### src/hbw_pkg.sv
// Package for the host bus write port: widths, timing counts and carrier types
package hbw_pkg;

  localparam int unsigned ADDR_W        = 8;
  localparam int unsigned DATA_W        = 16;
  localparam int unsigned CLK_PERIOD_PS = 5000;

  // Host-side timing figures in ns, checked by the port as protocol monitors
  localparam int unsigned T_ASSERT_MIN_NS   = 32;
  localparam int unsigned T_DEASSERT_MIN_NS = 13;
  localparam int unsigned T_CYCLE_MIN_NS    = 165;

  // Least times round up to whole cycles
  localparam int unsigned T_ASSERT_CYC   = (T_ASSERT_MIN_NS * 1000 + CLK_PERIOD_PS - 1) / CLK_PERIOD_PS;
  localparam int unsigned T_DEASSERT_CYC = (T_DEASSERT_MIN_NS * 1000 + CLK_PERIOD_PS - 1) / CLK_PERIOD_PS;
  localparam int unsigned T_CYCLE_CYC    = (T_CYCLE_MIN_NS * 1000 + CLK_PERIOD_PS - 1) / CLK_PERIOD_PS;

  localparam int unsigned CNT_W = 8;
  localparam logic [CNT_W-1:0] CNT_ZERO = 8'h00;
  localparam logic [CNT_W-1:0] CNT_MAX  = 8'hff;
  localparam logic [CNT_W-1:0] ASSERT_LIM   = CNT_W'(T_ASSERT_CYC);
  localparam logic [CNT_W-1:0] DEASSERT_LIM = CNT_W'(T_DEASSERT_CYC);
  localparam logic [CNT_W-1:0] CYCLE_LIM    = CNT_W'(T_CYCLE_CYC);

  localparam int unsigned BUF_DEPTH = 2;

  typedef struct packed {
    logic [ADDR_W-1:0] addr;
    logic [DATA_W-1:0] data;
  } hbw_word_t;

  typedef enum logic {
    HBW_IDLE,
    HBW_ACTIVE
  } hbw_state_t;

endpackage

### src/hbw_write_port.sv
// Host bus write port: strobe framing, capture, routing and two-entry output buffers
`timescale 1ns/1ps

module hbw_write_port
  import hbw_pkg::*;
(
  // Clock and reset
  input  wire logic              clk,
  input  wire logic              rst_b,
  // Host bus pins
  input  wire logic              host_select_n,
  input  wire logic              host_write_strobe_n,
  input  wire logic              fifo_select,
  input  wire logic [ADDR_W-1:0] host_addr,
  input  wire logic [DATA_W-1:0] host_data,
  // Register write stream
  output logic                   reg_wr_valid,
  input  wire logic              reg_wr_ready,
  output hbw_word_t              reg_wr_word,
  // Transmit FIFO stream
  output logic                   txf_wr_valid,
  input  wire logic              txf_wr_ready,
  output logic [DATA_W-1:0]      txf_wr_data,
  // Status
  output logic                   write_dropped,
  output logic                   timing_violation
);

  hbw_state_t       state_q;
  logic             both_low;
  logic             cyc_end;
  logic             cyc_start;
  logic             fifo_q;
  logic [ADDR_W-1:0] addr_q;
  logic [DATA_W-1:0] data_q;
  logic [CNT_W-1:0] low_cnt_q;
  logic [CNT_W-1:0] high_cnt_q;
  logic [CNT_W-1:0] start_cnt_q;
  logic             seen_start_q;
  logic             reg_in_valid;
  logic             txf_in_valid;
  logic             reg_in_ready;
  logic             txf_in_ready;
  logic             dropped_q;
  logic             viol_q;

  // Counters saturate so a long idle never wraps into a false violation
  function automatic logic [CNT_W-1:0] sat_inc(input logic [CNT_W-1:0] v);
    sat_inc = (v == CNT_MAX) ? v : v + 8'h01;
  endfunction

  assign both_low = !host_select_n && !host_write_strobe_n;
  assign cyc_end  = (state_q == HBW_ACTIVE) && !both_low;
  assign cyc_start = (state_q == HBW_IDLE) && both_low;

  // Strobes are taken as sampled levels, so a pulse shorter than a cycle is missed unless it spans a rising clock edge
  always_ff @(posedge clk) begin
    if (!rst_b) begin
      state_q <= HBW_IDLE;
    end else begin
      case (state_q)
        HBW_IDLE: begin
          if (both_low) begin
            state_q <= HBW_ACTIVE;
          end
        end
        HBW_ACTIVE: begin
          if (!both_low) begin
            state_q <= HBW_IDLE;
          end
        end
        default: state_q <= HBW_IDLE;
      endcase
    end
  end

  // Pins are sampled every active cycle, so the value held at the last low cycle is what lands
  always_ff @(posedge clk) begin
    if (!rst_b) begin
      fifo_q <= 1'b0;
      addr_q <= 8'h00;
      data_q <= 16'h0000;
    end else if (both_low) begin
      fifo_q <= fifo_select;
      addr_q <= host_addr;
      data_q <= host_data;
    end
  end

  // Routing at cycle end; upper address is not decoded for FIFO writes
  assign txf_in_valid = cyc_end && fifo_q;
  assign reg_in_valid = cyc_end && !fifo_q;

  // Host has no wait pin, so a word arriving at a full buffer is lost and flagged
  always_ff @(posedge clk) begin
    if (!rst_b) begin
      dropped_q <= 1'b0;
    end else if ((txf_in_valid && !txf_in_ready) || (reg_in_valid && !reg_in_ready)) begin
      dropped_q <= 1'b1;
    end
  end

  // Monitors of the host's own timing obligations
  always_ff @(posedge clk) begin
    if (!rst_b) begin
      low_cnt_q    <= CNT_ZERO;
      high_cnt_q   <= CNT_MAX;
      start_cnt_q  <= CNT_MAX;
      seen_start_q <= 1'b0;
      viol_q       <= 1'b0;
    end else begin
      low_cnt_q   <= both_low ? sat_inc(low_cnt_q) : CNT_ZERO;
      high_cnt_q  <= both_low ? CNT_ZERO : sat_inc(high_cnt_q);
      start_cnt_q <= cyc_start ? 8'h01 : sat_inc(start_cnt_q);
      // First start after reset has no earlier start to measure from
      if (cyc_start) begin
        seen_start_q <= 1'b1;
        if (seen_start_q && (high_cnt_q < DEASSERT_LIM || start_cnt_q < CYCLE_LIM)) begin
          viol_q <= 1'b1;
        end
      end
      if (cyc_end && low_cnt_q < ASSERT_LIM) begin
        viol_q <= 1'b1;
      end
    end
  end

  assign write_dropped    = dropped_q;
  assign timing_violation = viol_q;

  hbw_skid #(.W($bits(hbw_word_t))) u_reg_buf (
    .clk       (clk),
    .rst_b     (rst_b),
    .in_valid  (reg_in_valid),
    .in_ready  (reg_in_ready),
    .in_data   ({addr_q, data_q}),
    .out_valid (reg_wr_valid),
    .out_ready (reg_wr_ready),
    .out_data  (reg_wr_word)
  );

  hbw_skid #(.W(DATA_W)) u_txf_buf (
    .clk       (clk),
    .rst_b     (rst_b),
    .in_valid  (txf_in_valid),
    .in_ready  (txf_in_ready),
    .in_data   (data_q),
    .out_valid (txf_wr_valid),
    .out_ready (txf_wr_ready),
    .out_data  (txf_wr_data)
  );

endmodule

// Two-entry FIFO; the entry picked by read pointer rd_q drives the output through a mux
module hbw_skid
  import hbw_pkg::*;
#(
  parameter int unsigned W = DATA_W
)(
  input  wire logic         clk,
  input  wire logic         rst_b,
  input  wire logic         in_valid,
  output logic              in_ready,
  input  wire logic [W-1:0] in_data,
  output logic              out_valid,
  input  wire logic         out_ready,
  output logic [W-1:0]      out_data
);

  logic [W-1:0] mem_q [BUF_DEPTH];
  logic         rd_q;
  logic         wr_q;
  logic [1:0]   cnt_q;
  logic         push;
  logic         pop;

  // A full buffer refuses even when a pop frees a slot in the same cycle
  assign in_ready  = (cnt_q != 2'h2);
  assign out_valid = (cnt_q != 2'h0);
  assign out_data  = mem_q[rd_q];
  assign push      = in_valid && in_ready;
  assign pop       = out_valid && out_ready;

  always_ff @(posedge clk) begin
    if (!rst_b) begin
      rd_q  <= 1'b0;
      wr_q  <= 1'b0;
      cnt_q <= 2'h0;
    end else begin
      if (push) begin
        wr_q <= !wr_q;
      end
      if (pop) begin
        rd_q <= !rd_q;
      end
      cnt_q <= cnt_q + {1'b0, push} - {1'b0, pop};
    end
  end

  always_ff @(posedge clk) begin
    if (!rst_b) begin
      for (int i = 0; i < BUF_DEPTH; i++) begin
        mem_q[i] <= '0;
      end
    end else if (push) begin
      mem_q[wr_q] <= in_data;
    end
  end

endmodule

### config.mk
export PLATFORM = sky130hd
export DESIGN_NAME = hbw_write_port
export DESIGN_NICKNAME = d
export VERILOG_FILES = /design/src/hbw_pkg.sv /design/src/hbw_write_port.sv
export SDC_FILE = /design/constraint.sdc
export NUM_CORES = 1
export LEC_CHECK = 0
export BUFFER_PORTS_ARGS = -buffer_cell sky130_fd_sc_hd__buf_4
export CAP_MARGIN = 10
export CORE_AREA = 2 2 134 162
export CTS_CLUSTER_DIAMETER = 40
export CTS_CLUSTER_SIZE = 14
export DETAILED_ROUTE_END_ITERATION = 10
export DIE_AREA = 0 0 136 164
export GPL_ROUTABILITY_DRIVEN = 0
export REMOVE_ABC_BUFFERS = 1
export SLEW_MARGIN = 10
export SYNTH_ARGS = -nofsm -noshare
export SYNTH_HDL_FRONTEND = slang
export SYNTH_SLANG_ARGS = --single-unit
### constraint.sdc
create_clock -name clk -period 5.5 [get_ports clk]
set_input_delay 0.55 -clock clk [delete_from_list [all_inputs] [get_ports clk]]
set_output_delay 0.55 -clock clk [all_outputs]
set_load 0.01 [all_outputs]
# --- Yosys cells after proc, flatten, opt, wreduce, memory -nomap -nowiden ---
# Memories as Yosys holds them, arrays and structs flattened. A register that Yosys moved wholly into a read port is not among the register bits.
# Index checks and enable logic that the tools add are counted.
classes:
  n_addsub: 7
  n_eq_ne: 7
  bitwise: 2
  muxes: 25
  order_cmp: 3
  reduce_logical: 34
ops:
  columns: ["op", "count"]
  rows:
  - ["8-bit 2-to-1 mux", 4]
  - ["8-bit by 1-bit adder with 8-bit output, second input constant", 3]
  - ["8-bit == test, second input constant", 3]
  - ["24-bit 2-to-1 mux", 1]
  - ["24-bit OR reduction", 1]
  - ["1-bit 2-to-1 mux", 19]
  - ["16-bit 2-to-1 mux", 1]
  - ["16-bit OR reduction", 1]
  - ["1-bit logical AND", 13]
  - ["1-bit logical NOT", 10]
  - ["8-bit by 2-bit < comparator with 1-bit output, second input constant", 1]
  - ["8-bit by 3-bit < comparator with 1-bit output, second input constant", 1]
  - ["8-bit by 6-bit < comparator with 1-bit output, second input constant", 1]
  - ["2-bit inequality test, second input constant", 4]
  - ["2-bit nonzero test", 4]
  - ["2-bit by 1-bit adder with 2-bit output", 2]
  - ["2-bit AND reduction", 2]
  - ["2-bit by 1-bit subtractor with 2-bit output", 2]
  - ["1-bit logical OR", 2]
  - ["1-bit NOT", 2]
  - ["2-bit OR reduction", 1]
word_totals:
  mem_count: 2
  mem_bits_rw: 80
  regBits: 61
  output_inout_bits: 44
  input_bits: 31
  wordCells: 97
mem_list:
  columns: ["memory", "words", "width", "read_ports", "rd_ports_with_merged_regs", "wr", "line_no", "source"]
  rows:
  - ["u_reg_buf.mem_q", 2, 24, 1, 1, 2, "hbw_write_port.sv:171", "logic [W-1:0] mem_q [BUF_DEPTH];"]
  - ["u_txf_buf.mem_q", 2, 16, 1, 1, 2, "hbw_write_port.sv:171", null]

# --- Depth between registers and ports, before layout ---
# Gate-level depths: netlist (run 1).
logic_depth:
  depth_word: 11
  ltp_mapped: 8
  mapped_depth_nobuf: 8

# --- By module ---
# From an unflattened synthesis (run 1), not the netlist that was laid out.
unflattened:
  cells_unflattened: 569
  hier_area_um2: 6247.2
by_module_without_submodules:
  columns: ["mod", "cells_per_inst", "n_inst", "area_per_inst_um2"]
  rows:
  - ["hbw_skid (u_reg_buf)", 180, 1, 2348.5]
  - ["hbw_write_port", 261, 1, 2245.9]
  - ["hbw_skid (u_txf_buf)", 128, 1, 1652.8]

# --- Worst setup path before layout (run 1) ---
# Ideal clock, no wire load.
synth_path:
  kind: "input-to-reg"
  from: "input host_write_strobe_n"
  to: "memory u_reg_buf.mem_q[0][0] (netlist bit) (enable)"
  n_path_buf: 0
  cell_stages: 4
  setup_slack_ns: 2.358
  setup_time_ns: 0.438
  t_required_ns: 5.062
  arrival_ns: 2.704
  cell_sequence: "o21ai_2 a211oi_4 inv_1 o21ai_0"
synth_rtl:
  columns: ["item", "line_no", "source"]
  rows:
  - ["start: declaration", "hbw_write_port.sv:12", "input wire logic host_write_strobe_n,"]
  - ["end: declaration", "hbw_write_port.sv:171", null]

==> run metrics, run 1 <==
R2R depth 4; Max Cap Viol 0; H-tree levels 4; core area 20750 µm²; outcome finished, final reports clean; Hold WS 0.3857 ns; WL final 13100 µm; Area Overhead vs Synth 22.91%; Slew headroom 0.2027; Final setup viols 0; share of cells above drive strength 1 0.2823; final core utilization 0.3629; ys async rst share 0; Fin. Hold Viols 0; sequential area share after synthesis 0.5978; Crit path required time ~5.5 ns; die area roughly 22000 µm²; startpoint types register; CTS tree done; Synth warnings 0; number of synthesized register bits 143; Worst setup EP type register; clk_lat worst skew 0.41 ns; Avg Inst Size Synth 11.50 µm²; die width between 100 and 150 µm; Tightest Hold Check Type input port to register; Max VDD drop approximately 250 µV; DR iter-0 viols roughly 250; pin count of the biggest net entering global routing 38; Worst R2R End u_reg_buf.mem_q[1][14]; critical path endpoint u_reg_buf.mem_q[1][14]; CTS max path bufs 2; antenna violations before repair 0; DRT antenna net count 0; Yosys cell types 45; clock skew between 0.006 and 0.007 ns; highest net fanout along the worst path 25; DP Wirelength 8458 µm; I/O pins 75; Initial Util 0.2953; # port buffers 74; vias in the first global route 3799; # hold bufs at CTS 0; clock-pin slew on the worst setup and hold paths about 0.06 ns; Sink Count 143; Power per Cell Area 396.9 nW/µm²; WS Path Type register to register; cts repair resizes 0; final net count 646; Overflow after GRT 0; Slew Limit Fails 0; mean number of vias per cell 4.471; TritonRoute pass-1 iters 4; Area after DPL 6949 µm²; row count 58; Die Y 164 µm; Root Buffer clkbuf_16; total number of vias 3979; final instance area 7532 µm²; total CTS buffers 17; pre-CTS setup slack roughly 2.5 ns; # DRC 0; worst slew pin tran about 1.2 ns; post-route clock period utilization 0.4810; WP data arrival roughly 2.7 ns; RSZ-0062 raised after global routing false; Syn Inst Count 533; WL/cell 14.71 µm; Post-synth EDFFs 80; Crit. Startpoint state_q; Max Clk Rate 0.3780 GHz; postcts setup bufs 0; worst setup margin 2.855 ns; number of antenna diodes 0; Syn Std Cell Area 6128 µm²; Worst R2R Start state_q; Fin Setup TNS 0 ns; R2R setup slack between 2 and 3 ns; first-pass GRT wire length between 20000 and 25000 µm; P_leak 0.002984 µW; Total GRT Usage 0.1207; Main synth FF type edfxtp_1; crit path time final 2.645 ns
state kept, by name, summed over array words and instances, names as in the netlist, named ones only:
signal            count
addr_q                8
data_q               16
fifo_q                1
high_cnt_q            8
low_cnt_q             8
seen_start_q          1
start_cnt_q           8
state_q               1
timing_violation      1
u_reg_buf.cnt_q       2
u_reg_buf.mem_q      48
u_reg_buf.rd_q        1
u_reg_buf.wr_q        1
u_txf_buf.cnt_q       2
u_txf_buf.mem_q      32
u_txf_buf.rd_q        1
u_txf_buf.wr_q        1
write_dropped         1
logic make-up after synthesis:
group | after synthesis | share of synthesized area
AOI/OAI and AO/OA | 65 | 0.06289
buffers and inverters | 37 | 0.02695
adders and majority gates | 8 | 0.01633
and+or+nand+nor | 220 | 0.1927
DFF | 143 | 0.5978
muxes | 46 | 0.08330
xor gates and xnor gates | 14 | 0.02001
critical path, stage by stage (launching register included):
cell and delay [ns]:
dfxtp_1 0.34, o21ai_2 0.11, a211oi_4 0.32, and3_2 0.49, nand2b_1 0.96
how the worst min path moves through the flow:
stage                      start   endpoint  cells past startpoint
CTS                 host_data[5]  data_q[5]                      3
floorplan              addr_q[0]  addr_q[0]                      2
global route        host_data[5]  data_q[5]                      3
finish              host_data[5]  data_q[5]                      3
global placement       addr_q[3]  addr_q[3]                      2
detailed placement     addr_q[3]  addr_q[3]                      2
cell type report:
cell class                      instances  area (µm²)
Clock buffer                           22       444.2
Clock inverter                         10       138.9
Fill cell                            2081       13220
Inverter                               13       48.80
Multi-Input combinational cell        353        2306
Sequential cell                       143        3664
Tap cell                              270       337.8
Timing Repair Buffer                   79       593.1
synth_stat cells, types with 8 or more instances:
library cell / count / area share
a21oi_1: 28 / 0.023
and2_1: 68 / 0.069
and2_2: 16 / 0.020
clkbuf_1: 13 / 0.0080
dfxtp_1: 63 / 0.21
edfxtp_1: 80 / 0.39
ha_1: 8 / 0.016
inv_1: 13 / 0.0080
mux2_2: 40 / 0.073
nand2_1: 64 / 0.039
nand3_1: 9 / 0.0073
nor2_1: 29 / 0.018
o21ai_0: 18 / 0.015
report_power, final:
group	total [µW]	internal [µW]	switching (µW)
Sequential	1320	1210	107
Clock	1140	713	427
Combinational	528	282	246
layout by cell type (no fill, tap or decap), types with 3 or more instances in the layout:
cell,n
xnor2_1,7
clkbuf_16,17
a31oi_1,6
bufinv_16,3
a21oi_1,28
dfxtp_1,63
nor2_1,28
and3_1,7
nand3_1,9
nand4_1,4
nand2_1,64
o21ai_0,15
mux2_2,40
o31ai_1,4
ha_1,8
and2_1,68
inv_1,13
xor2_1,7
buf_4,79
clkinv_2,3
nor3_1,7
or2_2,4
edfxtp_1,80
clkbuf_1,5
mux2i_1,6
and2_2,16
per-layer routing:
metal | vias to the layer above | wire length (µm) | track usage
li1 | 1997 | - | -
met1 | 1879 | 5789 | 0.1514
met2 | 90 | 6580 | 0.2001
met3 | 13 | 545 | 0.03148
met4 | 0 | 180 | 0.04309
met5 | - | 0 | 0
through the flow:
| stage | power, µW | instances |
|---|---|---|
| after global routing | 3141 | 890 |
| after global placement | 1876 | 858 |
| after CTS | 3026 | 890 |
| final | 2990 | 890 |
| after detailed placement | 1882 | 858 |
| after floorplan | 1656 | 509 |
Power figures use the tool's default switching activity.
==> inputs of run 2 (changes only) <==
- clock period: 5.5 -> 2.6 ns (I/O delays scaled with it)
==> run metrics, run 2 (synthesized netlist as in run 1, its figures left out) <==
Max Clk Rate between 0.5 and 0.6 GHz; CTS max path bufs 2; Worst setup EP type primary output; max FFs per register 48; Power, Total 6457 µW; core area 20750 µm²; WL/cell 14.38 µm; Max VDD drop 500.4 µV; TritonRoute pass-1 iters 4; Area after DPL 7002 µm²; Hold WS 0.09363 ns; outcome finished, final reports clean; Slew Limit Fails 0; Final setup viols 0; Tightest Hold Check Type input port to register; CTS tree done; crit path time final between 1.5 and 2 ns; H-tree levels 4; final net count 653; WL final 12900 µm; Overflow after GRT 0; Power per Cell Area 847.4 nW/µm²; fin cells 897; Max Cap Viol 0; die area 22300 µm²; mean number of vias per cell approximately 4.4; DR iter-0 viols 171; I/O pins 75; # hold bufs at CTS 0; WP data arrival 1.63 ns; Fin. Hold Viols 0; postcts setup bufs 0; worst slew pin tran around 0.65 ns; RSZ-0062 raised after global routing false; post-route clock period utilization 0.7284; final core utilization 0.3671; # DRC 0; pin count of the biggest net entering global routing 33; Crit path required time around 2.3 ns; vias in the first global route 3806; Initial Util 0.2953; WS Path Type register to primary output; Sink Count 143; DRT antenna net count 0; total number of vias ~4000; final instance area 7620 µm²; Total GRT Usage 0.1209; Die Y 164 µm; die width 136 µm; commonest non-fill, non-tap cell in the layout buf_4; most frequent cells in the layout buf_4 (86), edfxtp_1 (80), and2_1 (68), nand2_1 (64), dfxtp_1 (63); clock-pin slew on the worst setup and hold paths around 0.06 ns; clk_lat worst skew approximately 0.41 ns; number of antenna diodes 0; row count 58; DP Wirelength 8445 µm; total CTS buffers 17; cts repair resizes 0; antenna violations before repair 0; clock skew around 0.0079 ns; largest reg by FF count u_reg_buf.mem_q; Root Buffer clkbuf_16; Area Overhead vs Synth 24.34%; # port buffers 74; share of cells above drive strength 1 0.2935; highest net fanout along the worst path 24; P_leak 0.003037 µW; first-pass GRT wire length 20130 µm; Slew headroom 0.5663; startpoint types register; DP Cell Count 865; Top Registers u_reg_buf.mem_q (48), u_txf_buf.mem_q (32), data_q (16)
[run 2: critical path: stages, from the launching register on]
cell and delay, ns:
dfxtp_1 0.31, buf_4 0.33, mux2_2 0.42, buf_4 0.15
[run 2: per-stage QoR]
stage	setup slack [ns]	TNS, ns
global route	0.6217	0
CTS	0.6728	0
finish	0.7062	0
global placement	0.7922	0
floorplan	-0.3284	-7.881
detailed placement	0.7687	0
[run 2: cell type report]
class	count	area, µm²
clock buffer	18	429.2
clock inverter	14	188.9
fill	2084	13140
inverter	13	48.80
multi-input combinational	353	2306
sequential	143	3664
tap	270	337.8
timing repair buffer	86	645.6
[run 2: worst paths after layout]
check                     start                  to  slack [ns]  cells past startpoint
max                    register     reg_wr_word[14]        0.71                      3
min                host_addr[6]           addr_q[6]        0.09                      3
max reg2reg  u_reg_buf.cnt_q[1]  u_reg_buf.cnt_q[1]        0.77                      8
min reg2reg           addr_q[5]           addr_q[5]        0.46                      2
[run 2: layer usage]
metal	vias to the layer above	global-route usage	share of wire
met5	-	0	0
met2	79	0.2085	0.51
met1	1853	0.1440	0.44
met4	0	0.03835	0.0081
li1	2014	-	-
met3	13	0.03580	0.045
[run 2: power breakdown]
group,internal (µW),total (µW),switching [µW]
clock network,1600,2530,926
logic,610,1220,605
registers,2570,2710,144
==> inputs of run 3 (changes only) <==
- ABC_AREA: not set -> 1
- CORE_AREA: 2 2 134 162 -> 2 2 135 163
- DIE_AREA: 0 0 136 164 -> 0 0 137 165
- clock period: 2.6 -> 1.6 ns (I/O delays scaled with it)
==> run metrics, run 3 <==
DP Cell Count between 900 and 1000; first-pass GRT wire length 21820 µm; Synth warnings 0; met2 usage 0.2117; main combinational cell family by area after synthesis simple AND/OR/NAND/NOR gates; Final setup viols 10; P_leak 0.003395 µW; most frequent cells in the layout edfxtp_1 (80), nor2_1 (75), inv_1 (66), nand2_1 (58), dfxtp_1 (58); outcome finished, violations left; antenna violations before repair 0; number of antenna diodes 0; clock skew 0.01085 ns; fin cells 974; CTS tree done; total number of vias 4370; clock power share 0.374; number of synthesized register bits roughly 140; CP max-delay cell dfxtp_4; Worst path top cell family by delay flip-flops; pin count of the biggest net entering global routing 37; TritonRoute pass-1 iters 4; Slew headroom 0.7424; crit path time final 1.646 ns; Post-synth EDFFs 80; sw power about 2900 µW; clock-pin slew on the worst setup and hold paths around 0.060 ns; top cell type's share of synthesized area 0.3858; WS Path Type register to primary output; die area 22610 µm²; Total GRT Usage 0.1274; Fin Setup TNS -0.3615 ns; GRT met3 Usage 0.03254; Overflow after GRT 0; ys async rst share 0; CTS max path bufs 2; Main synth FF type edfxtp_1; WL final 13560 µm; met1 Resource Use GR 0.1592; register share of total power 0.412; die width 137 µm; WP data arrival approximately 1.5 ns; CP peak stage delay 0.39 ns; Initial Util 0.2980; top-count cell post-synth edfxtp_1; share of cells above drive strength 1 0.3210; Hold WS 0.02451 ns; Slew Limit Fails 0; DRT antenna net count 0; post-synthesis mux area share 0.07233; Tightest Hold Check Type input port to register; Synth Area in Compound Gates 0.06811; vias in the first global route 4273; failing checks setup timing; startpoint types register; Power per Cell Area around 1300 nW/µm²; core area 20900 µm²; largest reg by FF count u_reg_buf.mem_q; total CTS buffers 17; DP Wirelength 8844 µm; Syn Std Cell Area 6227 µm²; # DRC 0; switching part of the total power 0.2697; Top Registers u_reg_buf.mem_q (48), u_txf_buf.mem_q (32), data_q (16); Root Buffer clkbuf_16; max FFs per register 48; Max VDD drop 815.3 µV; final instance area 8128 µm²; worst slew pin tran 0.3854 ns; final net count 730; WL/cell between 10 and 15 µm; Synth top cells by count edfxtp_1 (80), nor2_1 (76), inv_1 (71); Sink Count 143; DR iter-0 viols 259; Yosys cell types 32; clk_lat worst skew ~0.42 ns; Max Clk Rate 0.6074 GHz; Syn Inst Count 600; worst setup margin -0.04634 ns; Worst setup EP type primary output; sequential area share after synthesis 0.5883; dominant cell type by area after synthesis edfxtp_1; Max Cap Viol 0; mean number of vias per cell roughly 4.5; row count 58; busiest grt layer met2; post-route clock period utilization 1.029; Adder-Cell Fraction of Synth Area 0.01607; post-synthesis simple-gate area fraction 0.1812; I/O pins 75; crit path cell chain buf_12, mux2_2, buf_4; Fin. Hold Viols 0; pre-CTS setup slack 0.04108 ns; Crit path required time 1.44 ns; Synth area leaders edfxtp_1 (39%), dfxtp_1 (20%), mux2_2 (7.2%); P_int 7836 µW; xor/xnor cell area share of the yosys netlist 0.002813; highest net fanout along the worst path 12; Die Y around 170 µm; H-tree levels 4; Area Overhead vs Synth 30.52%; RSZ-0062 raised after global routing true; Logic pwr share 0.214; Area after DPL 7191 µm²; commonest non-fill, non-tap cell in the layout edfxtp_1; # port buffers 74; Avg Inst Size Synth 10.38 µm²; Buf/Inv on CP 2
## run 3: cell count changes in the layout (fill, tap and decap cells not counted), moves of 10 or more
cell,delta
and2_1,-68
inv_1,+53
nor2_1,+47
nand3_1,+31
buf_4,-30
buf_6,+30
mux2_2,-30
mux2_4,+30
nor2_2,+26
o21ai_0,+20
and2_2,-16
a21oi_1,+10
## run 3: timing repair
item | 4_1_cts | 5_1_grt
endpoints found under the setup margin | 40 | 64
buffers inserted | 0 | 0
resized for setup | 52 | 32
hold buffers | 1 | 0
endpoints found under the hold margin | 1 | 0
pin swaps | 0 | 3
cloned | 2 | 0
## run 3: tightest hold or removal path, delay by kind of cell
kind / cells / cell delay (ns)
compound gates: 2 / 0.17
buf+inv: 1 / 0.07
## run 3: path summary, 6_finish.rpt
| kind | from | endpoint | slack (ns) | depth (start not counted) |
|---|---|---|---|---|
| worst min register to register | u_txf_buf.rd_q | register | 0.44 | 1 |
| worst min-delay path | host_data[10] | data_q[10] | 0.02 | 3 |
| worst max-delay path | register | reg_wr_word[8] | -0.05 | 3 |
| worst max register to register | u_txf_buf.cnt_q[0] | u_txf_buf.cnt_q[1] | 0.07 | 10 |
## run 3: cells by family after synthesis
logic type	after synthesis
AOI/OAI and AO/OA	80
muxes	40
buffers and inverters	98
DFF	143
and+or+nand+nor	229
xor gates and xnor gates	2
adders and majority gates	8
## run 3: final cells by class
class	count	area [µm²]
Fill cell	2067	12770
Sequential cell	143	3677
Multi-Input combinational cell	359	2258
Timing Repair Buffer	96	963.4
Clock buffer	20	446.7
Tap cell	270	337.8
Inverter	74	285.3
Clock inverter	12	158.9
## run 3: stage by stage
stage          utilization  power, µW
6_report            0.3889      10730
5_1_grt             0.3889      11260
4_1_cts             0.3848      10730
3_5_place_dp        0.3440       6449
3_3_place_gp        0.3440       6419
2_1_floorplan            -       5623
## run 3: power by group through the flow
stage	logic (µW)	clock network [µW]	registers [µW]
after global placement	1990	0	4430
after floorplan	1170	0	4460
after detailed placement	2010	0	4440
after CTS	2250	4090	4390
final	2300	4010	4420
after global routing	2520	4280	4460
## run 3: metal layers
metal  wire, µm  vias up
met2       6767       80
met5          0        -
met3        563       14
met1       6035     2082
met4        194        0
li1           -     2194
